==> config.mk <==
export PLATFORM = sky130hd
export DESIGN_NAME = eims_top
export DESIGN_NICKNAME = d
export VERILOG_FILES = /design/src/inc/eims_pkg.sv /design/src/design/eims_sync.sv /design/src/design/eims_event_cell.sv /design/src/design/eims_top.sv
export SDC_FILE = /design/constraint.sdc
export NUM_CORES = 1
export LEC_CHECK = 0
export CAP_MARGIN = 5
export CORE_MARGIN = 4
export CORE_UTILIZATION = 40
export DETAILED_ROUTE_END_ITERATION = 10
export DONT_BUFFER_PORTS = 1
export PLACE_DENSITY_LB_ADDON = 0.25
export RECOVER_POWER = 25
export SLEW_MARGIN = 20
export SYNTH_ARGS = -nofsm -noshare
export SYNTH_HDL_FRONTEND = slang
export SYNTH_HIERARCHICAL = 1
export SYNTH_SLANG_ARGS = --single-unit
==> constraint.sdc <==
create_clock -name clk_sys_i -period 1.5 [get_ports clk_sys_i]
set_clock_uncertainty 0.05 [all_clocks]
set_input_delay 0 -clock clk_sys_i [delete_from_list [all_inputs] [get_ports clk_sys_i]]
set_output_delay 0 -clock clk_sys_i [all_outputs]
set_load 0.01 [all_outputs]
==> src/inc/eims_pkg.sv <==
// eims_pkg: constants for the event interrupt mode select block.
// assumes a 32-bit classic wishbone slave on one 100 MHz clock.
package eims_pkg;
   localparam int unsigned ADDR_W = 12;
   localparam int unsigned REG_W = 8;
   localparam int unsigned EV_N = 24;
   // register indices; byte address is four times the index
   localparam logic [ADDR_W-1:0] IDX_MODE1 = 12'h020;
   localparam logic [ADDR_W-1:0] IDX_MODE2 = 12'h021;
   localparam logic [ADDR_W-1:0] IDX_MODE3 = 12'h022;
   localparam logic [ADDR_W-1:0] IDX_STAT1 = 12'h030;
   localparam logic [ADDR_W-1:0] IDX_STAT2 = 12'h031;
   localparam logic [ADDR_W-1:0] IDX_STAT3 = 12'h032;
   localparam logic [ADDR_W-1:0] IDX_MASK1 = 12'h034;
   localparam logic [ADDR_W-1:0] IDX_MASK2 = 12'h035;
   localparam logic [ADDR_W-1:0] IDX_MASK3 = 12'h036;
   localparam logic [REG_W-1:0] MODE1_VALID = 8'h05;
   localparam logic [REG_W-1:0] MODE2_VALID = 8'hAF;
   localparam logic [REG_W-1:0] MODE3_VALID = 8'hAC;
   localparam logic [REG_W-1:0] MODE_RESET = 8'h00;
   localparam logic [REG_W-1:0] MASK_RESET = 8'hFF;
   localparam logic [31:0] UNMAPPED_DATA = 32'h0000_0000;
endpackage

==> src/design/eims_sync.sv <==
// eims_sync: two-flop synchroniser for a vector of level inputs.
// assumes inputs come from another clock domain or from pins.
`timescale 1ns/1ns
`default_nettype none
module eims_sync #(
   parameter int unsigned WIDTH = 24
) (
   input wire logic clk_sys_i,
   input wire logic rst_i,
   input wire logic [WIDTH-1:0] async_i,
   output logic [WIDTH-1:0] sync_o
);
   typedef struct packed {
      logic [WIDTH-1:0] meta;
      logic [WIDTH-1:0] stable;
   } eims_sync_s;
   eims_sync_s st_q;
   eims_sync_s st_d;
   always_comb begin
      st_d.meta = async_i;
      // only the second stage reads the first
      st_d.stable = st_q.meta;
   end
   always_ff @(posedge clk_sys_i) begin
      if (rst_i) begin
         st_q <= '0;
      end else begin
         st_q <= st_d;
      end
   end
   assign sync_o = st_q.stable;
endmodule
`default_nettype wire

==> src/design/eims_event_cell.sv <==
// eims_event_cell: one event; latch on rising edge in latch mode, else live level.
// assumes event level is already synchronous to clk_sys_i.
`timescale 1ns/1ns
`default_nettype none
module eims_event_cell (
   input wire logic clk_sys_i,
   input wire logic rst_i,
   input wire logic level_i,
   input wire logic latch_mode_i,
   input wire logic clear_i,
   output logic status_o,
   output logic pending_o
);
   typedef struct packed {
      logic prev;
      logic flag;
   } eims_cell_s;
   eims_cell_s st_q;
   eims_cell_s st_d;
   logic rise;
   always_comb begin
      rise = level_i & ~st_q.prev;
      st_d.prev = level_i;
      st_d.flag = st_q.flag;
      if (!latch_mode_i) begin
         st_d.flag = 1'b0;
      end else if (rise) begin
         st_d.flag = 1'b1; // set wins over a clear in the same cycle
      end else if (clear_i) begin
         st_d.flag = 1'b0;
      end
   end
   always_ff @(posedge clk_sys_i) begin
      if (rst_i) begin
         st_q <= '0;
      end else begin
         st_q <= st_d;
      end
   end
   assign status_o = latch_mode_i ? st_q.flag : level_i;
   assign pending_o = st_q.flag;
   a_live_no_latch: assert property (@(posedge clk_sys_i) disable iff (rst_i)
      !latch_mode_i |=> !st_q.flag)
      else $error("flag held while in live mode");
   a_rise_latches: assert property (@(posedge clk_sys_i) disable iff (rst_i)
      (latch_mode_i && level_i && !st_q.prev) |=> st_q.flag)
      else $error("rising event not latched");
   a_flag_sticky: assert property (@(posedge clk_sys_i) disable iff (rst_i)
      (st_q.flag && latch_mode_i && !clear_i) |=> st_q.flag)
      else $error("latched flag dropped without clear");
endmodule
`default_nettype wire

==> src/design/eims_top.sv <==
// eims_top: per-event interrupt mode select with wishbone register access.
// assumes event inputs are asynchronous levels; classic wishbone master.
`timescale 1ns/1ns
`default_nettype none
module eims_top (
   input wire logic clk_sys_i,
   input wire logic rst_i,
   input wire logic wb_cyc_i,
   input wire logic wb_stb_i,
   input wire logic wb_we_i,
   input wire logic [13:0] wb_adr_i,
   input wire logic [3:0] wb_sel_i,
   input wire logic [31:0] wb_dat_i,
   output logic [31:0] wb_dat_o,
   output logic wb_ack_o,
   input wire logic pattern_check_error_ch0_i,
   input wire logic pattern_check_error_ch1_i,
   input wire logic power_detect_error_ch0_i,
   input wire logic power_detect_error_ch1_i,
   input wire logic blanking_finished_ch0_i,
   input wire logic blanking_finished_ch1_i,
   input wire logic alignment_locked_ch0_i,
   input wire logic alignment_locked_ch1_i,
   input wire logic alignment_rotated_ch0_i,
   input wire logic alignment_rotated_ch1_i,
   input wire logic outside_window_ch0_i,
   input wire logic alignment_tripped_ch0_i,
   output logic irq_n_o,
   output logic irq_o
);
   localparam int unsigned W = eims_pkg::REG_W;
   localparam int unsigned N = eims_pkg::EV_N;
   typedef struct packed {
      logic [N-1:0] mode;
      logic [N-1:0] mask;
      logic [31:0] rdata;
      logic ack;
      logic irq_n;
      logic irq;
   } eims_top_s;
   eims_top_s st_q;
   eims_top_s st_d;
   logic [N-1:0] ev_raw;
   logic [N-1:0] ev_sync;
   logic [N-1:0] status;
   logic [N-1:0] pending;
   logic [N-1:0] clr;
   logic [N-1:0] valid;
   localparam int unsigned ADDR_W_L = eims_pkg::ADDR_W;
   logic [ADDR_W_L-1:0] idx;
   logic req;
   logic wr;
   logic [W-1:0] wbyte;
   // bit vector: [7:0] mode reg 1, [15:8] mode reg 2, [23:16] mode reg 3
   always_comb begin
      ev_raw = '0;
      ev_raw[2] = pattern_check_error_ch1_i;
      ev_raw[0] = pattern_check_error_ch0_i;
      ev_raw[15] = power_detect_error_ch0_i;
      ev_raw[13] = blanking_finished_ch0_i;
      ev_raw[11] = alignment_locked_ch0_i;
      ev_raw[10] = alignment_rotated_ch0_i;
      ev_raw[9] = outside_window_ch0_i;
      ev_raw[8] = alignment_tripped_ch0_i;
      ev_raw[23] = power_detect_error_ch1_i;
      ev_raw[21] = blanking_finished_ch1_i;
      ev_raw[19] = alignment_locked_ch1_i;
      ev_raw[18] = alignment_rotated_ch1_i;
   end
   assign valid = {eims_pkg::MODE3_VALID, eims_pkg::MODE2_VALID, eims_pkg::MODE1_VALID};
   eims_sync #(
      .WIDTH(N)
   ) u_sync (
      .clk_sys_i(clk_sys_i),
      .rst_i(rst_i),
      .async_i(ev_raw),
      .sync_o(ev_sync)
   );
   genvar g;
   generate
      for (g = 0; g < N; g++) begin : g_ev
         eims_event_cell u_cell (
            .clk_sys_i(clk_sys_i),
            .rst_i(rst_i),
            .level_i(ev_sync[g] & valid[g]),
            .latch_mode_i(st_q.mode[g]),
            .clear_i(clr[g]),
            .status_o(status[g]),
            .pending_o(pending[g])
         );
      end
   endgenerate
   assign idx = wb_adr_i[13:2];
   // answer one cycle after the request; the ack gap keeps one access per request
   assign req = wb_cyc_i & wb_stb_i & ~st_q.ack;
   assign wr = req & wb_we_i & wb_sel_i[0];
   assign wbyte = wb_dat_i[W-1:0];
   always_comb begin
      clr = '0;
      if (wr) begin
         unique case (idx)
            eims_pkg::IDX_STAT1: clr[7:0] = wbyte;
            eims_pkg::IDX_STAT2: clr[15:8] = wbyte;
            eims_pkg::IDX_STAT3: clr[23:16] = wbyte;
            default: clr = '0;
         endcase
      end
   end
   always_comb begin
      st_d = st_q;
      st_d.ack = req;
      st_d.rdata = eims_pkg::UNMAPPED_DATA;
      if (wr) begin
         unique case (idx)
            eims_pkg::IDX_MODE1: st_d.mode[7:0] = wbyte & eims_pkg::MODE1_VALID;
            eims_pkg::IDX_MODE2: st_d.mode[15:8] = wbyte & eims_pkg::MODE2_VALID;
            eims_pkg::IDX_MODE3: st_d.mode[23:16] = wbyte & eims_pkg::MODE3_VALID;
            eims_pkg::IDX_MASK1: st_d.mask[7:0] = wbyte;
            eims_pkg::IDX_MASK2: st_d.mask[15:8] = wbyte;
            eims_pkg::IDX_MASK3: st_d.mask[23:16] = wbyte;
            default: st_d.mode = st_q.mode;
         endcase
      end
      if (req && !wb_we_i) begin
         unique case (idx)
            eims_pkg::IDX_MODE1: st_d.rdata = {24'h00_0000, st_q.mode[7:0]};
            eims_pkg::IDX_MODE2: st_d.rdata = {24'h00_0000, st_q.mode[15:8]};
            eims_pkg::IDX_MODE3: st_d.rdata = {24'h00_0000, st_q.mode[23:16]};
            eims_pkg::IDX_STAT1: st_d.rdata = {24'h00_0000, status[7:0]};
            eims_pkg::IDX_STAT2: st_d.rdata = {24'h00_0000, status[15:8]};
            eims_pkg::IDX_STAT3: st_d.rdata = {24'h00_0000, status[23:16]};
            eims_pkg::IDX_MASK1: st_d.rdata = {24'h00_0000, st_q.mask[7:0]};
            eims_pkg::IDX_MASK2: st_d.rdata = {24'h00_0000, st_q.mask[15:8]};
            eims_pkg::IDX_MASK3: st_d.rdata = {24'h00_0000, st_q.mask[23:16]};
            default: st_d.rdata = eims_pkg::UNMAPPED_DATA;
         endcase
      end
      // only latched flags can interrupt; live-mode events never do
      st_d.irq_n = ~|pending;
      st_d.irq = |(pending & st_q.mask);
   end
   always_ff @(posedge clk_sys_i) begin
      if (rst_i) begin
         st_q.mode <= {eims_pkg::MODE_RESET, eims_pkg::MODE_RESET, eims_pkg::MODE_RESET};
         st_q.mask <= {eims_pkg::MASK_RESET, eims_pkg::MASK_RESET, eims_pkg::MASK_RESET};
         st_q.rdata <= eims_pkg::UNMAPPED_DATA;
         st_q.ack <= 1'b0;
         st_q.irq_n <= 1'b1;
         st_q.irq <= 1'b0;
      end else begin
         st_q <= st_d;
      end
   end
   assign wb_dat_o = st_q.rdata;
   assign wb_ack_o = st_q.ack;
   assign irq_n_o = st_q.irq_n;
   assign irq_o = st_q.irq;
   a_irq_follows_flag: assert property (@(posedge clk_sys_i) disable iff (rst_i)
      (|pending) |=> !irq_n_o)
      else $error("irq line not low with pending flag");
   a_irq_release: assert property (@(posedge clk_sys_i) disable iff (rst_i)
      (pending == '0) |=> irq_n_o)
      else $error("irq line low without pending flag");
   a_live_no_irq: assert property (@(posedge clk_sys_i) disable iff (rst_i)
      (st_q.mode == '0 && pending == '0) |=> ##1 irq_n_o)
      else $error("irq asserted in live mode");
   a_ch1_pattern: assert property (@(posedge clk_sys_i) disable iff (rst_i)
      (st_q.mode[2] && $rose(ev_sync[2])) |=> ##1 !irq_n_o)
      else $error("ch1 pattern error did not interrupt");
   a_ch0_power: assert property (@(posedge clk_sys_i) disable iff (rst_i)
      (st_q.mode[15] && $rose(ev_sync[15])) |=> pending[15])
      else $error("ch0 power error not latched");
   a_wb_ack_once: assert property (@(posedge clk_sys_i) disable iff (rst_i)
      wb_ack_o |=> !wb_ack_o)
      else $error("ack longer than one cycle");
   a_ack_timing: assert property (@(posedge clk_sys_i) disable iff (rst_i)
      (wb_cyc_i && wb_stb_i && !wb_ack_o) |=> wb_ack_o)
      else $error("ack not one cycle after request");
   a_mode_write: assert property (@(posedge clk_sys_i) disable iff (rst_i)
      (wr && idx == eims_pkg::IDX_MODE1) |=> st_q.mode[0] == $past(wb_dat_i[0]))
      else $error("mode bit not written");

   // every valid mode bit latches its own event
   a_ch1_pattern_flag: assert property (@(posedge clk_sys_i) disable iff (rst_i)
      (st_q.mode[2] && $rose(ev_sync[2]))
      |=> pending[2])
      else $error("ch1 pattern error not latched");
   a_ch0_pattern_flag: assert property (@(posedge clk_sys_i) disable iff (rst_i)
      (st_q.mode[0] && $rose(ev_sync[0]))
      |=> pending[0])
      else $error("ch0 pattern error not latched");
   a_ch0_blank_flag: assert property (@(posedge clk_sys_i) disable iff (rst_i)
      (st_q.mode[13] && $rose(ev_sync[13]))
      |=> pending[13])
      else $error("ch0 blanking finished not latched");
   a_ch0_lock_flag: assert property (@(posedge clk_sys_i) disable iff (rst_i)
      (st_q.mode[11] && $rose(ev_sync[11]))
      |=> pending[11])
      else $error("ch0 alignment locked not latched");
   a_ch0_rotate_flag: assert property (@(posedge clk_sys_i) disable iff (rst_i)
      (st_q.mode[10] && $rose(ev_sync[10]))
      |=> pending[10])
      else $error("ch0 alignment rotated not latched");
   a_ch0_window_flag: assert property (@(posedge clk_sys_i) disable iff (rst_i)
      (st_q.mode[9] && $rose(ev_sync[9]))
      |=> pending[9])
      else $error("ch0 outside window not latched");
   a_ch0_trip_flag: assert property (@(posedge clk_sys_i) disable iff (rst_i)
      (st_q.mode[8] && $rose(ev_sync[8]))
      |=> pending[8])
      else $error("ch0 alignment tripped not latched");
   a_ch1_power_flag: assert property (@(posedge clk_sys_i) disable iff (rst_i)
      (st_q.mode[23] && $rose(ev_sync[23]))
      |=> pending[23])
      else $error("ch1 power error not latched");
   a_ch1_blank_flag: assert property (@(posedge clk_sys_i) disable iff (rst_i)
      (st_q.mode[21] && $rose(ev_sync[21]))
      |=> pending[21])
      else $error("ch1 blanking finished not latched");
   a_ch1_lock_flag: assert property (@(posedge clk_sys_i) disable iff (rst_i)
      (st_q.mode[19] && $rose(ev_sync[19]))
      |=> pending[19])
      else $error("ch1 alignment locked not latched");
   a_ch1_rotate_flag: assert property (@(posedge clk_sys_i) disable iff (rst_i)
      (st_q.mode[18] && $rose(ev_sync[18]))
      |=> pending[18])
      else $error("ch1 alignment rotated not latched");

   // live mode: status follows the synchronised level, two cycles behind the pin
   a_live_status_read: assert property (@(posedge clk_sys_i) disable iff (rst_i)
      (req && !wb_we_i && idx == eims_pkg::IDX_STAT2 && !st_q.mode[15])
      |=> wb_dat_o[7] == $past(ev_sync[15]))
      else $error("live status not the current level");
   a_live_drops_flag: assert property (@(posedge clk_sys_i) disable iff (rst_i)
      !st_q.mode[15]
      |=> !pending[15])
      else $error("flag kept in live mode");

   // reserved mode and flag bits never hold state; every mask bit is writable
   a_reserved_mode: assert property (@(posedge clk_sys_i) disable iff (rst_i)
      (wr && idx == eims_pkg::IDX_MODE2)
      |=> (st_q.mode & ~valid) == '0)
      else $error("reserved mode bit written");
   a_reserved_flag: assert property (@(posedge clk_sys_i) disable iff (rst_i)
      $changed(ev_sync)
      |=> (pending & ~valid) == '0)
      else $error("reserved flag set");

   // clear by writing one; a rising edge in the same cycle still wins
   a_clear_drops: assert property (@(posedge clk_sys_i) disable iff (rst_i)
      (wr && idx == eims_pkg::IDX_STAT1 && wbyte[0] && !$rose(ev_sync[0]))
      |=> !pending[0])
      else $error("flag not cleared by write of one");

   // interrupt outputs
   a_irq_unmasked: assert property (@(posedge clk_sys_i) disable iff (rst_i)
      (|(pending & st_q.mask))
      |=> irq_o)
      else $error("unmasked flag without irq");
   a_irq_masked: assert property (@(posedge clk_sys_i) disable iff (rst_i)
      ((pending & st_q.mask) == '0)
      |=> !irq_o)
      else $error("irq without unmasked flag");
   a_irq_pair: assert property (@(posedge clk_sys_i) disable iff (rst_i)
      irq_o
      |-> !irq_n_o)
      else $error("irq high while irq line released");

   // register bus
   a_ack_after_req: assert property (@(posedge clk_sys_i) disable iff (rst_i)
      wb_ack_o
      |-> $past(wb_stb_i))
      else $error("ack without request");
   a_rdata_idle: assert property (@(posedge clk_sys_i) disable iff (rst_i)
      !wb_ack_o
      |-> wb_dat_o == eims_pkg::UNMAPPED_DATA)
      else $error("read data outside ack");
   a_rdata_upper: assert property (@(posedge clk_sys_i) disable iff (rst_i)
      wb_ack_o
      |-> wb_dat_o[31:W] == '0)
      else $error("upper read bits not zero");
   a_mode_read: assert property (@(posedge clk_sys_i) disable iff (rst_i)
      (req && !wb_we_i && idx == eims_pkg::IDX_MODE2)
      |=> wb_dat_o[W-1:0] == $past(st_q.mode[15:8]))
      else $error("mode read data wrong");
   a_stat_read: assert property (@(posedge clk_sys_i) disable iff (rst_i)
      (req && !wb_we_i && idx == eims_pkg::IDX_STAT2)
      |=> wb_dat_o[W-1:0] == $past(status[15:8]))
      else $error("status read data wrong");
   a_mask_read: assert property (@(posedge clk_sys_i) disable iff (rst_i)
      (req && !wb_we_i && idx == eims_pkg::IDX_MASK3)
      |=> wb_dat_o[W-1:0] == $past(st_q.mask[23:16]))
      else $error("mask read data wrong");
   a_mask_write: assert property (@(posedge clk_sys_i) disable iff (rst_i)
      (wr && idx == eims_pkg::IDX_MASK1)
      |=> st_q.mask[7:0] == $past(wbyte))
      else $error("mask not written");
   a_sel_guard: assert property (@(posedge clk_sys_i) disable iff (rst_i)
      (req && wb_we_i && !wb_sel_i[0])
      |=> $stable(st_q.mode) && $stable(st_q.mask))
      else $error("write without byte select changed a register");
   a_write_no_data: assert property (@(posedge clk_sys_i) disable iff (rst_i)
      (req && wb_we_i)
      |=> wb_dat_o == eims_pkg::UNMAPPED_DATA)
      else $error("read data on a write");
endmodule
`default_nettype wire

; ---- Word level (Yosys, flattened, before mapping)
; Cells that the tools add are included.
[totals]
regBits = 143
in_bits = 67
output_inout_bits = 35
wordCells = 166
[op_classes]
n_eq_ne = 9
muxes = 41
bitwise_logic = 43
n_reduce_logical = 36
[ops]
columns = cell, count
row1 = 12-bit by 6-bit equality test with 1-bit output (second input constant), 9
row2 = 8-bit case mux with 9 select lines, 1
row3 = 1-bit two-way mux, 36
row4 = 1-bit NOT, 26
row5 = 2-bit OR reduction, 13
row6 = 24-bit bitwise AND, 1
row7 = 24-bit two-way mux, 1
row8 = 8-bit two-way mux, 3
row9 = 2-bit nonzero test, 12
row10 = 24-bit OR reduction, 1
row11 = 1-bit bitwise AND, 16
row12 = 2-bit AND reduction, 6
row13 = 12-bit OR reduction, 1
row14 = 1-bit zero test, 2
row15 = 1-bit logical AND, 1

; ---- Longest topological paths before layout
; Gate-level depths: netlist (run 1).
[logic_depth]
word_depth = 7
mapped_depth = 8
ltp_nobuf = 6

; ---- Cells and area by module
; Netlist (run 1), hierarchy kept.
[modules_own_cells]
columns = module, instances, cells_each, area_each_um2, seq_area_each_um2
row1 = eims_top, 1, 346, 2904.0, 940.9
row2 = eims_event_cell, 24, 8, 85.1, 40.0
row3 = eims_sync, 1, 101, 1305.0, 960.9

; ---- Worst setup path after synthesis (run 1)
; No wires, ideal clock.
[synth_path]
kind = input -> register
startpoint = input wb_adr_i[11]
endpoint = register st_q[67] (netlist bit)
setup_ps = 119
arrival_ps = 1463
required_time_ps = 1331
setup_slack_ps = -132
path_stages = 5
n_path_buf = 1
path_cell_list = or4b_4 > or4_4 > buf_6 > o21ai_1 > a21oi_1
[synth_between]
elab_chain_cells = 2
[synth_rtl]
columns = item, line_no
row1 = start: declaration, eims_top.sv:11  ; input wire logic [13:0] wb_adr_i,
row2 = 12-bit by 6-bit equality test with 1-bit output, eims_top.sv:114  ; unique case (idx)
row3 = 2-bit AND reduction (no source line), -
row4 = end signal: assignment, eims_top.sv:151  ; st_q <= st_d;
row5 = end: declaration, eims_top.sv:41  ; eims_top_s st_q;
; Every way passes these cells.
; A chain may end at the register's enable or synchronous reset.

; ---- Worst setup path after layout (run 1)
[layout_path]
startpoint = register st_q, in the netlist wb_ack_o
endpoint = register st_q[61] (netlist bit)
[layout_between]
elab_chain_cells = 5
[layout_rtl]
columns = item, line_no
row1 = 1-bit NOT, eims_top.sv:95  ; assign req = wb_cyc_i & wb_stb_i & ~st_q.ack;
row2 = 1-bit bitwise AND, eims_top.sv:95
row3 = 1-bit bitwise AND (2 in series), eims_top.sv:96  ; assign wr = req & wb_we_i & wb_sel_i[0];
row4 = 2-bit AND reduction (no source line), -
; Every way passes these cells.

==> results.toml, run 1 <==
[timing]
relSlewSlack_pct = 56.6
worst_slack_ns = -0.0682
final_hold_viol_count = 8
rsz0062_at_grt = "yes"
max_freq_ghz = 0.638
fin_crit_sh_pct = 105
slew_violations = 0
fin_tns_setup_ns = -0.252
tightest_slew_ns = 0.648
setup_violations = 14
min_period_ns = 1.57
timing.hold.ws_ns = -0.268

[critical_path]
crit_start = "wb_ack_o"
worstPathRequired_ns = 1.75
cpPeakStageDelay_ns = 0.55
crit_chain = "nand3b_1 > or4_4 > o31ai_2 > a21oi_1"
crit_slowest_cell = "or4_4"
startpoint_type = "register"
critPathKind = "register to register"
cp-end-kind = "register"
crit_family = "simple AND/OR/NAND/NOR gates"
rr_startpoint = "wb_ack_o"
path_buf_inv = 0
arrival_ns = 1.81
path_max_fanout = 12

[yosys]
syn_area_um2 = 5620
syn_inst = 591
syn-mean-instance-area_um2 = 9.51
yosys_warnings = 6

[route]
avgRoutedWirePerCell_um = 16.6
drtIter0Drc = 464
post_drt_via_cell_ratio = 5.10
vias = 4861
final_antenna_net_count = 0
wl_mm = 15.8
dr.pass1.iters = 6
drcViolationCount = 0

[pwr]
power.density_nw_per_um2 = 997
p_sw_mw = 1.86
p_sw_share_pct = 23.8
power.share.clock_pct = 49.8
internal-power_mw = 5.94
leakagePower_nw = 3.21
max-vdd-ir-drop_uv = 742
comb_power_share_pct = 8.0
power_mw = 7.80
pwr-share-seq_pct = 42.2

[clocking]
clk_latency_ns = 0.42
cts_tree = "built"
cts_root_buffer = "clkbuf_16"
cts_sinks = 119
cts_buffers = 17
htree_num_levels = 4
clock_path_buffers = 2
clkSlewWorstSetupHoldPaths_ns = 0.06

[finish]
layout.nets = 827
final_cell_count_no_fill = 953
diodes = 0
syn_to_final_growth_pct = 39.1
stdcell_area_um2 = 7820
fill_cells = 1196
layout-drive-gt1-share_pct = 22.8

[global_route]
grt_pass1_wl_mm = 24.8
antenna_found_initial = 0
grt_use_total_pct = 19.9
grt_overflow = 0
grt_pass1_vias = 4706
grt_max_degree = 71

[floorplan]
rows = 43
core_um2 = 13800
dieArea_um2 = 16000
io_pins = 102
fp.dieW_um = 127
die_h_um = 127
initial_core_util_pct = 40.6

[run]
maxCapViolCount = 0

[run_status]
status = "finished, violations left"
violations = "hold timing, setup timing"

[placement]
place.gp.congestion = 0.924
dp_hpwl_mm = 10.2
dpl_cell_area_um2 = 6100
dp.cells = 843
io_buffer_count = 0
post-place-ws_ns = -0.152

[min_path]
min_from = "wb_adr_i[2]"
min_path_type = "input pin to register"
-- flip-flops by register name, summed over array words and instances, names as in the netlist, 8 cells and up --
register               count
st_q                      36
g_ev.u_cell/pending_o     24
g_ev.u_cell/st_q          24
u_sync/st_d               12
u_sync/sync_o             12
wb_dat_o                   8
-- cells in the final DEF, fill, tap and decap left out, types with 25 or more instances in the layout --
master         instances
nor2b_1               50
dlygate4sd3_1         72
mux2_4                25
a21oi_1               28
mux2i_1               35
nand2b_1              69
dfxtp_1              114
buf_4                 45
conb_1                84
nor2_1                53
-- per-stage QoR --
stage               utilization, %  hold slack, ns
floorplan                        -          0.0216
global placement              44.1          0.0380
detailed placement            44.1          0.0361
CTS                           54.5          -0.276
global route                  56.5          -0.266
finish                        56.5          -0.268
-- final cells by class --
cell class / instances / area, µm² / area share (%)
Multi-Input combinational cell: 496 / 3460 / 44.3
Sequential cell: 119 / 2390 / 30.6
Timing Repair Buffer: 123 / 1150 / 14.8
Clock buffer: 19 / 453 / 5.79
Tap cell: 180 / 225 / 2.88
Clock inverter: 13 / 124 / 1.58
Inverter: 3 / 11.3 / 0.144
-- power groups by stage --
stage	Sequential, mW	Clock [mW]	Combinational, mW
floorplan	3.34	0	0.446
global placement	3.35	0	0.393
detailed placement	3.36	0	0.396
CTS	3.29	3.96	0.571
global route	3.30	4.11	0.677
finish	3.29	3.88	0.625
-- layer usage --
metal  GRT usage, %  wire, µm  vias to the layer above  part of all wire [%]
met3           5.56      1390                       27                   8.8
met4           8.58       351                        0                   2.2
met1           26.4      6710                     2309                    42
li1               -         -                     2291                     -
met2           30.4      7360                      234                    47
met5              0         0                        -                     0
-- repair_timing --
| item | 4_1_cts | 5_1_grt |
|---|---|---|
| resized for setup | 25 | 57 |
| cloned | 1 | 0 |
| pin swaps | 5 | 20 |
| hold endpoints to repair | 95 | 7 |
| endpoints found under the setup margin | 47 | 56 |
| buffers inserted | 1 | 2 |
| hold buffers | 73 | 1 |
-- final timing paths --
| path | depth (start not counted) | end | slack, ns |
|---|---|---|---|
| min | 2 | st_q[59] | -0.27 |
| min reg2reg | 2 | g_ev[10].u_cell/pending_o | 0.43 |
| max reg2reg | 4 | st_q[61] | -0.07 |
| max | 4 | st_q[61] | -0.07 |
No activity file was read; power rests on OpenSTA's default activity.
==> inputs of run 2 (changes only) <==
--- a/config.mk
+++ b/config.mk
@@ -6,7 +6,6 @@
 export NUM_CORES = 1
 export LEC_CHECK = 0
 export CAP_MARGIN = 5
-export CORE_MARGIN = 4
 export CORE_UTILIZATION = 40
 export DETAILED_ROUTE_END_ITERATION = 10
 export DONT_BUFFER_PORTS = 1
==> results.toml, run 2 (same netlist as run 1, synthesis figures left out) <==
[run_status]
status = "finished, violations left"
violations = "setup timing"

[clocking]
cts_tree = "built"
htree_num_levels = 4
clock_path_buffers = 2
clk_latency_ns = 0.41
cts_root_buffer = "clkbuf_16"
cts_buffers = 17
clkSlewWorstSetupHoldPaths_ns = 0.06
cts_sinks = 119

[timing]
min_period_ns = 1.57
worst_slack_ns = -0.0704
relSlewSlack_pct = 57.6
fin_crit_sh_pct = 105
timing.hold.ws_ns = 0.00397
setup_violations = 12
slew_violations = 0
final_hold_viol_count = 0
tightest_slew_ns = 0.634
max_freq_ghz = 0.637
rsz0062_at_grt = "yes"

[global_route]
grt_pass1_vias = 4434
grt_pass1_wl_mm = 23.0
antenna_found_initial = 0
grt_max_degree = 76
grt_overflow = 0
grt_use_total_pct = 21.1

[finish]
layout_common_cells = "114 x dfxtp_1, 84 x conb_1, 75 x nand2b_1"
finish.utilization_pct = 54.8
stdcell_area_um2 = 7370
layout_commonest_cell = "dfxtp_1"
final_cell_count_no_fill = 917
layout.nets = 795
fill_cells = 1211
syn_to_final_growth_pct = 31.1
diodes = 0
multi_input_area_um2 = 3270
layout-drive-gt1-share_pct = 19.8
largest-register = "st_q"
seq_area_um2 = 2390
largest_register_ffs = 36

[route]
avgRoutedWirePerCell_um = 16.5
drcViolationCount = 0
final_antenna_net_count = 0
vias = 4645
dr.pass1.iters = 7
drtIter0Drc = 339
post_drt_via_cell_ratio = 5.07
wl_mm = 15.1

[placement]
dp.cells = 837
place.gp.congestion = 0.905
dp_hpwl_mm = 10.0
io_buffer_count = 0
dpl_cell_area_um2 = 6080

[critical_path]
arrival_ns = 1.84
worstPathRequired_ns = 1.77
startpoint_type = "register"
cp-end-kind = "register"
reg2reg_depth = 6
r2r_setup_slack_ns = -0.07
path_max_fanout = 6
rr_endpoint = "wb_dat_o[3]"
crit_start = "wb_ack_o"
critPathKind = "register to register"
rr_startpoint = "wb_ack_o"

[min_path]
min_to = "wb_dat_o[2]"
min_path_cells = 3
min_from = "wb_adr_i[6]"
min_path_type = "input pin to register"

[pwr]
power.density_nw_per_um2 = 1110
leakagePower_nw = 3.06
max-vdd-ir-drop_uv = 751
power_mw = 8.20

[floorplan]
fp.dieW_um = 121
core_um2 = 13500
rows = 42
dieArea_um2 = 14500
io_pins = 102
die_h_um = 121
initial_core_util_pct = 41.8

[run]
maxCapViolCount = 0
run 2: layout make-up:
cell class,instances,area share [%]
clock buffers,20,6.20
flip-flops and latches,119,32.4
multi-input cells,496,44.4
clock inverters,12,2.36
repair buffers,91,11.5
inverters,3,0.153
well taps,176,2.99
run 2: worst max path at each step:
stage                                          end  cells after the start
after CTS                 g_ev[9].u_cell/pending_o                      8
after floorplan                           st_q[67]                      5
final                                  wb_dat_o[3]                      6
after detailed placement  g_ev[9].u_cell/pending_o                      7
after global routing                   wb_dat_o[3]                      6
after global placement    g_ev[9].u_cell/pending_o                      7
run 2: stage by stage:
stage                     worst slack (ns)  TNS, ns
after floorplan                     -0.106    -1.97
after global placement              -0.223    -4.92
after detailed placement            -0.203    -5.18
after CTS                          -0.0427   -0.681
after global routing                -0.135    -2.33
final                              -0.0704   -0.332
run 2: per-layer routing:
metal  GRT usage (%)  wire [µm]
met5               0          0
met4            10.5        472
met3            5.47       1280
met2            33.6       6880
met1            26.5       6510
run 2: repair_timing:
item | 4_1_cts | 5_1_grt
setup buffers | 1 | 0
endpoints found under the hold margin | 95 | 13
cloned | 0 | 1
hold buffers | 42 | 4
gates resized for setup | 13 | 30
endpoints found under the setup margin | 43 | 57
pin swaps | 4 | 17
run 2: critical path, cell delays in order, from the launching register on:
cell and delay, ns:
dfxtp_2 0.32, nand3b_1 0.19, buf_6 0.16, nor2_1 0.17
nand3_2 0.17, buf_4 0.21, a31oi_2 0.21
run 2: where the power goes:
part,total [mW],switching (mW),leakage [nW],internal (mW)
clock,4.32,1.46,0.298,2.86
sequential,3.29,0.0461,0.974,3.24
combinational,0.588,0.295,1.79,0.294
==> inputs of run 3 (changes only) <==
--- a/config.mk
+++ b/config.mk
@@ -6,6 +6,7 @@
 export NUM_CORES = 1
 export LEC_CHECK = 0
 export CAP_MARGIN = 5
+export CORE_ASPECT_RATIO = 0.6
 export CORE_UTILIZATION = 40
 export DETAILED_ROUTE_END_ITERATION = 10
 export DONT_BUFFER_PORTS = 1
==> results.toml, run 3 (same netlist as run 1, synthesis figures left out) <==
[run_status]
status = "finished, violations left"
violations = "hold timing, setup timing"

[floorplan]
fp.dieW_um = 155
rows = 33
initial_core_util_pct = 41.1
core_um2 = 13700
die_h_um = 93.8
io_pins = 102
dieArea_um2 = 14500

[timing]
rsz0062_at_grt = "yes"
setup_violations = 54
min_period_ns = 1.67
timing.hold.ws_ns = -0.0152
fin_crit_sh_pct = 112
max_freq_ghz = 0.597
tightest_slew_ns = 0.733
slew_violations = 0
relSlewSlack_pct = 51.0
fin_tns_setup_ns = -4.16
worst_slack_ns = -0.175
final_hold_viol_count = 1

[finish]
syn_to_final_growth_pct = 38.3
finish.utilization_pct = 56.9
layout.nets = 837
largest-register = "st_q"
fill_cells = 1221
layout_common_cells = "115 x dfxtp_1, 84 x conb_1, 84 x dlygate4sd3_1"
layout-drive-gt1-share_pct = 19.3
diodes = 0
layout_commonest_cell = "dfxtp_1"
stdcell_area_um2 = 7770
largest_register_ffs = 36

[pwr]
max-vdd-ir-drop_uv = 637
power.share.clock_pct = 51.6
power.density_nw_per_um2 = 1030
p_sw_share_pct = 24.9
pwr-share-seq_pct = 41.0
p_sw_mw = 2.00
internal-power_mw = 6.02
comb_power_share_pct = 7.4
power_mw = 8.02
leakagePower_nw = 3.24

[critical_path]
cp-end-kind = "register"
arrival_ns = 1.93
worstPathRequired_ns = 1.76
path_buf_inv = 2
startpoint_type = "input pin"
crit_family = "buffers and inverters"
cpPeakStageDelay_ns = 0.75
critPathKind = "input pin to register"
crit_slowest_cell = "dlygate4sd3_1"
path_max_fanout = 11
crit_chain = "dlygate4sd3_1 > a221oi_1 > nand3_4 > buf_4 > a31oi_2"

[clocking]
cts_buffers = 17
clkSlewWorstSetupHoldPaths_ns = 0.06
htree_num_levels = 4
cts_root_buffer = "clkbuf_16"
clk_latency_ns = 0.42
cts_sinks = 119
cts_tree = "built"
clock_path_buffers = 2

[placement]
dp_hpwl_mm = 11.1
io_buffer_count = 0
dpl_cell_area_um2 = 6120
place.gp.congestion = 0.921

[global_route]
grt_pass1_wl_mm = 26.2
gr-usage-met1_pct = 33.7
top_usage_layer = "met2"
grt_use_total_pct = 24.2
grt_max_degree = 90
met2_usage_pct = 36.6
grt_pass1_vias = 4941
antenna_found_initial = 0
met3_usage_pct = 6.13
grt_overflow = 0

[route]
vias = 4894
wl_mm = 16.7
drcViolationCount = 0
avgRoutedWirePerCell_um = 17.1
final_antenna_net_count = 0
dr.pass1.iters = 4
post_drt_via_cell_ratio = 5.02
drtIter0Drc = 440

[run]
maxCapViolCount = 0

[min_path]
min_path_type = "input pin to register"
==> run 3: cell count changes in the layout (fill, tap and decap cells not counted), moves of 3 or more <==
cell           change
buf_4              +5
inv_6              +5
o21ai_1            -5
dlygate4sd3_1     +41
clkinv_4           +3
o21ai_2            +3
==> run 3: cell type report <==
class | instances | area (µm²) | share of cell area [%]
clock buffers | 17 | 425 | 5.47
repair buffers | 133 | 1240 | 16.0
multi-input cells | 496 | 3300 | 42.5
clock inverters | 15 | 166 | 2.14
well taps | 192 | 240 | 3.09
inverters | 3 | 11.3 | 0.145
flip-flops and latches | 119 | 2390 | 30.7
==> run 3: power groups by stage <==
| stage | Sequential [mW] | Combinational (mW) | Clock, mW |
|---|---|---|---|
| 2_1_floorplan | 3.34 | 0.446 | 0 |
| 3_3_place_gp | 3.36 | 0.396 | 0 |
| 3_5_place_dp | 3.36 | 0.400 | 0 |
| 4_1_cts | 3.29 | 0.552 | 4.17 |
| 5_1_grt | 3.30 | 0.643 | 4.33 |
| 6_report | 3.29 | 0.593 | 4.14 |
==> run 3: metal layers <==
metal / routed length [µm] / up-vias / share of wire (%)
met1: 7730 / 2327 / 46
met4: 194 / 0 / 1.2
met3: 1640 / 22 / 9.8
met2: 7100 / 239 / 43
met5: 0 / - / 0
li1: - / 2306 / -
==> run 3: what timing repair did <==
action	CTS	global route
hold buffers	83	2
setup buffers	2	0
setup endpoints to repair	51	56
pin swaps	1	2
gates resized for setup	33	8
hold endpoints to repair	95	20
gates cloned	0	0
==> run 3: final timing paths <==
| kind | cells after the start | slack, ns | to | start |
|---|---|---|---|---|
| min | 4 | -0.02 | wb_dat_o[1] | wb_adr_i[3] |
| max reg2reg | 5 | -0.14 | st_q[72] | wb_ack_o |
| min reg2reg | 2 | 0.43 | g_ev[23].u_cell/pending_o | g_ev[23].u_cell/st_q[1] |
| max | 5 | -0.17 | wb_dat_o[3] | wb_adr_i[2] |
==> run 3: tightest hold or removal path: cells and delay by family <==
family / cells / cell delay (ns)
simple gates: 1 / 0.08
compound gates: 2 / 0.18
mux: 1 / 0.14
==> run 3: metrics by stage <==
step | worst slack (ns) | std cells | hold WS, ns
after floorplan | -0.106 | 674 | 0.0216
after global placement | -0.424 | 856 | 0.0359
after detailed placement | -0.486 | 856 | 0.0371
after CTS | -0.131 | 973 | -0.266
after global routing | -0.195 | 975 | 0.00770
final | -0.175 | 975 | -0.0152
